===== config.mk =====
export PLATFORM = sky130hd
export DESIGN_NAME = angle_sensor_spi_output
export DESIGN_NICKNAME = d
export VERILOG_FILES = /design/src/rtl/odd_parity7.v /design/src/rtl/angle_sensor_spi_output.v
export VERILOG_INCLUDE_DIRS = /design/src /design/src/rtl
export SDC_FILE = /design/constraint.sdc
export NUM_CORES = 1
export LEC_CHECK = 0
export ABC_AREA = 1
export BUFFER_PORTS_ARGS = -buffer_cell sky130_fd_sc_hd__buf_2
export CORE_MARGIN = 2
export CORE_UTILIZATION = 58
export DETAILED_ROUTE_END_ITERATION = 7
export GPL_TIMING_DRIVEN = 1
export PLACE_DENSITY = 0.85
export SLEW_MARGIN = 20
export SYNTH_ARGS = -nofsm -noshare
export SYNTH_HDL_FRONTEND = slang
export SYNTH_SLANG_ARGS = --single-unit

===== constraint.sdc =====
create_clock -name i_ref_clk -period 4.9 [get_ports i_ref_clk]
set_input_delay 0.245 -clock i_ref_clk [delete_from_list [all_inputs] [get_ports i_ref_clk]]
set_output_delay 0.245 -clock i_ref_clk [all_outputs]
set_load 0.01 [all_outputs]

===== src/rtl/angle_spi_defs.vh =====
`ifndef ANGLE_SPI_DEFS_VH
`define ANGLE_SPI_DEFS_VH
`define ANGLE_W 13
`define DATA_W 14
`define FRAME_W 16
`define SENSOR_W 15
`define BIT_CNT_W 5
`define ERR_CODE_RESET 2'h0
`define ERR_CODE_MAGNET 2'h1
`define LOST_THRESH_RESET 15'h0_00F
`endif


===== src/rtl/odd_parity7.v =====
`timescale 1ns/1ns
`default_nettype none
// odd parity over a seven bit slice
module odd_parity7
(
  // data in
  input wire [6:0] i_bits,
  // parity out
  output wire o_parity
);
  // inverted xor makes the total count of ones odd
  assign o_parity = ~(^i_bits);
endmodule
`default_nettype wire


===== src/rtl/angle_sensor_spi_output.v =====
`timescale 1ns/1ns
`default_nettype none
`include "angle_spi_defs.vh"
module angle_sensor_spi_output
(
  // clock and reset
  input wire i_ref_clk,
  input wire i_rst_n,
  // measurement from the angle calculation
  input wire [`ANGLE_W-1:0] i_angle,
  input wire i_angle_valid,
  // offset corrected sensor magnitudes and threshold
  input wire [`SENSOR_W-1:0] i_sensor1_mag,
  input wire [`SENSOR_W-1:0] i_sensor2_mag,
  input wire [`SENSOR_W-1:0] i_lost_thresh,
  // spi pins
  input wire i_spi_clk,
  input wire i_spi_cs_n,
  output wire o_spi_data,
  // status
  output wire o_error_flag_bit,
  output wire o_busy
);
  // pin synchronisers, two flops before any use
  reg clk_s1_q;
  reg clk_s2_q;
  reg clk_s3_q;
  reg cs_s1_q;
  reg cs_s2_q;
  reg cs_s3_q;
  always @(posedge i_ref_clk or negedge i_rst_n)
  begin
    if (!i_rst_n)
    begin
      clk_s1_q <= 1'b1;
      clk_s2_q <= 1'b1;
      clk_s3_q <= 1'b1;
      cs_s1_q <= 1'b1;
      cs_s2_q <= 1'b1;
      cs_s3_q <= 1'b1;
    end
    else
    begin
      clk_s1_q <= i_spi_clk;
      clk_s2_q <= clk_s1_q;
      clk_s3_q <= clk_s2_q;
      cs_s1_q <= i_spi_cs_n;
      cs_s2_q <= cs_s1_q;
      cs_s3_q <= cs_s2_q;
    end
  end

  // edge detection on synchronised levels
  wire cs_fall = cs_s3_q & ~cs_s2_q;
  wire cs_active = ~cs_s2_q;
  wire sclk_fall = clk_s3_q & ~clk_s2_q;

  // hold latest measurement; no valid value until first sample after reset
  reg [`ANGLE_W-1:0] angle_q;
  reg have_value_q;
  always @(posedge i_ref_clk or negedge i_rst_n)
  begin
    if (!i_rst_n)
    begin
      angle_q <= {`ANGLE_W{1'b0}};
      have_value_q <= 1'b0;
    end
    else if (i_angle_valid)
    begin
      angle_q <= i_angle;
      have_value_q <= 1'b1;
    end
  end

  // magnet lost only when both channels are weak together
  wire magnet_lost = (i_sensor1_mag < i_lost_thresh) &&
                     (i_sensor2_mag < i_lost_thresh);
  wire err = ~have_value_q | magnet_lost;

  // assemble the 14 bit word
  reg [`DATA_W-1:0] word;
  always @*
  begin
    if (!err)
      word = {1'b0, angle_q};
    else if (!have_value_q)
      word = {1'b1, angle_q[12:2], `ERR_CODE_RESET};
    else
      word = {1'b1, angle_q[12:2], `ERR_CODE_MAGNET};
  end

  // parity per byte
  wire upper_byte_parity;
  wire lower_byte_parity;
  odd_parity7 u_par_hi
  (
    .i_bits(word[13:7]),
    .o_parity(upper_byte_parity)
  );
  odd_parity7 u_par_lo
  (
    .i_bits(word[6:0]),
    .o_parity(lower_byte_parity)
  );

  // upper byte first, msb first; parity closes each byte
  wire [`FRAME_W-1:0] frame = {word[13:7], upper_byte_parity,
                               word[6:0], lower_byte_parity};

  // shift register; a frame holds one snapshot so both bytes agree
  reg [`FRAME_W-1:0] shift_q;
  reg [`BIT_CNT_W-1:0] cnt_q;
  reg first_q;
  reg data_q;
  always @(posedge i_ref_clk or negedge i_rst_n)
  begin
    if (!i_rst_n)
    begin
      shift_q <= {`FRAME_W{1'b0}};
      cnt_q <= {`BIT_CNT_W{1'b0}};
      first_q <= 1'b0;
      data_q <= 1'b0;
    end
    else if (!cs_active)
    begin
      data_q <= 1'b0;
      first_q <= 1'b0;
      cnt_q <= {`BIT_CNT_W{1'b0}};
    end
    else if (cs_fall)
    begin
      shift_q <= frame;
      cnt_q <= {`BIT_CNT_W{1'b0}};
      first_q <= 1'b1;
      data_q <= 1'b0;
    end
    else if (sclk_fall)
    begin
      // first falling edge presents the msb, later ones shift; no edges, no move
      if (cnt_q < `FRAME_W)
      begin
        data_q <= shift_q[`FRAME_W-1];
        shift_q <= {shift_q[`FRAME_W-2:0], 1'b0};
        cnt_q <= cnt_q + 5'h1;
      end
      else
        data_q <= 1'b0;
      first_q <= 1'b0;
    end
  end

  // outputs
  assign o_spi_data = data_q;
  assign o_error_flag_bit = err;
  assign o_busy = cs_active & (cnt_q != 5'h0 | first_q);
endmodule
`default_nettype wire


==> flow_summary.toml <==
[sta]
maxSlewHeadroom = 0.395
fin_tns_setup_ns = 0
fmax_mhz = 457
fin_worst_skew_ns = 0.00448
post-route-min-period_ns = 2.19
finalHoldViolCount = 0
rsz0062_at_grt = "false"
slew_viol_final = 0
tightest_slew_ns = 0.908
final.period_utilization = 0.446
final-setup-viol-count = 0

[route]
vias = 2295
wire_per_inst_um = 12.2
drc = 0
ant_nets = 0
drt-initial-drc-count = 92
wirelength_mm = 5.34
dr.pass1.iters = 4
viasPerCell = 5.24

[finish]
antenna_cells = 0
fin_nets = 478
area_growth_pct = 17.9
seqCellArea_um2 = 1080
instances_no_fill = 438
fillers = 347
final_layout_size_suffix_gt1_frac = 0.285
multi_input_area_um2 = 1420

[grt]
grt_usage = 0.222
grt_remaining_overflow = 0
antenna_found_initial = 0
grt_pass1_wl_mm = 9.25
grt_start_max_net_pins = 44
first_global_vias = 2254

[worst_setup_path]
end_kind = "register"
required_ns = 5.05
cp_max_fo = 25
path_class = "register to register"
cp_top_family = "simple AND/OR/NAND/NOR gates"
cp_cell_sequence = "inv_1 > nor2_2 > inv_2 > nand2_4 > inv_1 > nand2_1 > o221ai_1"
crit_path_start_kind = "register"
max_stage_delay_ns = 0.53
cp_common_cell = "inv_1"
arrival_ns = 2.34
cp_slowest_cell = "dfstp_2"
cp_num_buf_inv = 3

[logic_synthesis]
ys_seq_area_frac = 0.397
yosys_warnings = 0
synth_xor_area_frac = 0.0289
syn-num-nets = 412
ys_ff_latch = 43
yosys.area_share.adder = 0.138
syn_area_per_cell_um2 = 8.55
synth-simple-area-share = 0.200
synth_area_um2 = 2730
synth.distinct_cells = 36
synthMuxAreaShare = 0.0454
synth_compound_area_frac = 0.109
synthCells = 319
synth_top_family_by_area = "simple AND/OR/NAND/NOR gates"

[clocking]
cts_tree = "done"
cts_buffers = 5
cts-root-buf = "clkbuf_8"
cts_resized = 0
cts.hold.buffers_added = 0
post_cts.repair.setup_buffers = 0
clk_pin_slew_worst_paths_ns = 0.08
clock_sinks = 43
insertion_delay_ns = 0.29
max-clock-path-buffers = 2
h-tree-depth = 2

[power_and_ir_drop]
power_frac_comb = 0.228
p_clk_frac = 0.330
seqPwrFrac = 0.442
internal_power_uw = 702
p_switching_uw = 268
vdd_ir_drop_max_mv = 0.245
cellPowerDensity_nw_per_um2 = 302
swShare = 0.276
leakage_uw = 0.00173

[die]
die_w_um = 72.6
coreArea_um2 = 4440
io_pins = 66
initial_core_util = 0.613
dieArea_um2 = 5260
rows = 24
chipHeight_um = 72.6

[hold_path]
hold_class = "primary input to register"

[placement]
place.gp.congestion = 0.799
dp_cells = 430
io_buffer_count = 65
hpwl_mm = 4.18

[job]
cap_violations = 0

[outcome]
status = "completed"
## worst reg2reg max path, stage by stage (launching register included)
cell and delay, ns:
dfstp_2 0.53, inv_1 0.04, nor2_2 0.52, inv_2 0.29, nand2_4 0.33, inv_1 0.15
nand2_1 0.08, o221ai_1 0.11
## cells in the mapped netlist (all sizes together)
| master | instances | area share |
|---|---|---|
| a21o | 2 | 0.0055 |
| a21oi | 14 | 0.028 |
| a31oi | 10 | 0.039 |
| a41oi | 1 | 0.0032 |
| and2 | 1 | 0.0023 |
| and3 | 1 | 0.0023 |
| buf | 3 | 0.010 |
| clkbuf | 3 | 0.0041 |
| dfrtp | 37 | 0.34 |
| dfstp | 6 | 0.058 |
| ha | 30 | 0.14 |
| inv | 49 | 0.067 |
| mux2 | 11 | 0.045 |
| nand2 | 87 | 0.12 |
| nand3 | 10 | 0.018 |
| nand4 | 2 | 0.0046 |
| nor2 | 27 | 0.041 |
| nor3 | 1 | 0.0018 |
| o21ai | 7 | 0.013 |
| o221ai | 3 | 0.012 |
| o22ai | 1 | 0.0023 |
| o31ai | 2 | 0.0055 |
| or2 | 2 | 0.0055 |
| xnor2 | 6 | 0.019 |
| xor2 | 3 | 0.0096 |
## sequential cells by signal, indices dropped and copies added, names as in the netlist
name	cells
clk_s3_q	1
shift_q	16
angle_q	13
first_q	1
clk_s1_q	1
cs_s1_q	1
o_spi_data	1
cnt_q	5
cs_s2_q	1
cs_s3_q	1
clk_s2_q	1
have_value_q	1
## power groups by stage
| stage | Sequential, µW | Combinational, µW | Clock (µW) |
|---|---|---|---|
| finish | 428 | 221 | 320 |
| global route | 434 | 253 | 339 |
| CTS | 429 | 223 | 325 |
| detailed placement | 434 | 220 | 0 |
| global placement | 433 | 208 | 0 |
| floorplan | 427 | 158 | 0 |
## metrics by stage
step | util | setup WS [ns] | hold slack, ns | power (µW) | area, µm²
2_1_floorplan | - | 3.25 | -0.0506 | 585 | 2730
3_3_place_gp | 0.693 | 2.47 | 0.347 | 641 | 3080
4_1_cts | 0.722 | 2.36 | 0.0413 | 977 | 3210
5_1_grt | 0.723 | 2.55 | 0.0389 | 1030 | 3210
3_5_place_dp | 0.693 | 2.39 | 0.347 | 654 | 3080
6_report | 0.723 | 2.71 | 0.0452 | 970 | 3210
## area by class of cell
type | count | area share
tap | 52 | 0.0202
inverter | 49 | 0.0572
clock inverter | 2 | 0.0187
clock buffer | 6 | 0.0226
timing repair buffer | 65 | 0.101
sequential | 43 | 0.337
multi-input combinational | 221 | 0.443
## layer usage
metal  vias up  share of wire  GRT usage
li1       1163              -          -
met4         0          0.018     0.0700
met3        13          0.038     0.0417
met5         -              0          0
met2        51           0.50      0.395
met1      1068           0.44      0.272
## worst paths after layout
kind / start / endpoint / cells past startpoint / slack [ns]
max: cs_s3_q / shift_q[2] / 7 / 2.71
min: i_spi_cs_n / cs_s1_q / 1 / 0.05
max reg2reg: cs_s3_q / shift_q[2] / 7 / 2.71
min reg2reg: clk_s1_q / clk_s2_q / 0 / 0.36
max in group asynchronous: i_rst_n / angle_q[1] / 1 / 4.26
min in group asynchronous: i_rst_n / have_value_q / 1 / 0.08
## cell usage in the layout, fill, tap and decap left out, types with 2 or more instances in the layout
| master | netlist | final |
|---|---|---|
| inv_2 | 3 | 3 |
| o21ai_0 | 7 | 7 |
| dfrtp_1 | 37 | 37 |
| ha_1 | 30 | 30 |
| nor2_2 | 1 | 2 |
| inv_1 | 46 | 46 |
| xnor2_1 | 6 | 6 |
| bufinv_16 | 0 | 2 |
| nor2_1 | 25 | 24 |
| o31ai_1 | 2 | 2 |
| nand2_1 | 84 | 84 |
| dfstp_2 | 6 | 6 |
| a21oi_1 | 12 | 12 |
| xor2_1 | 3 | 3 |
| a31oi_2 | 7 | 7 |
| mux2_2 | 11 | 11 |
| o221ai_1 | 2 | 2 |
| clkbuf_8 | 0 | 5 |
| buf_2 | 1 | 65 |
| nand3_1 | 10 | 10 |
| a31oi_1 | 3 | 3 |
| nand2_2 | 2 | 2 |
| a21o_1 | 2 | 2 |
| nand4_1 | 2 | 2 |
| a21oi_2 | 2 | 2 |
## logic make-up (layout without fill, tap and decap cells)
logic type      Yosys count  count (layout)
simple gates            131             131
buf+inv                  55             122
flops                    43              43
compound gates           40              40
fa+ha+maj                30              30
mux                      11              11
xor+xnor                  9               9
Note: power is estimated with default switching activity, not from simulation.
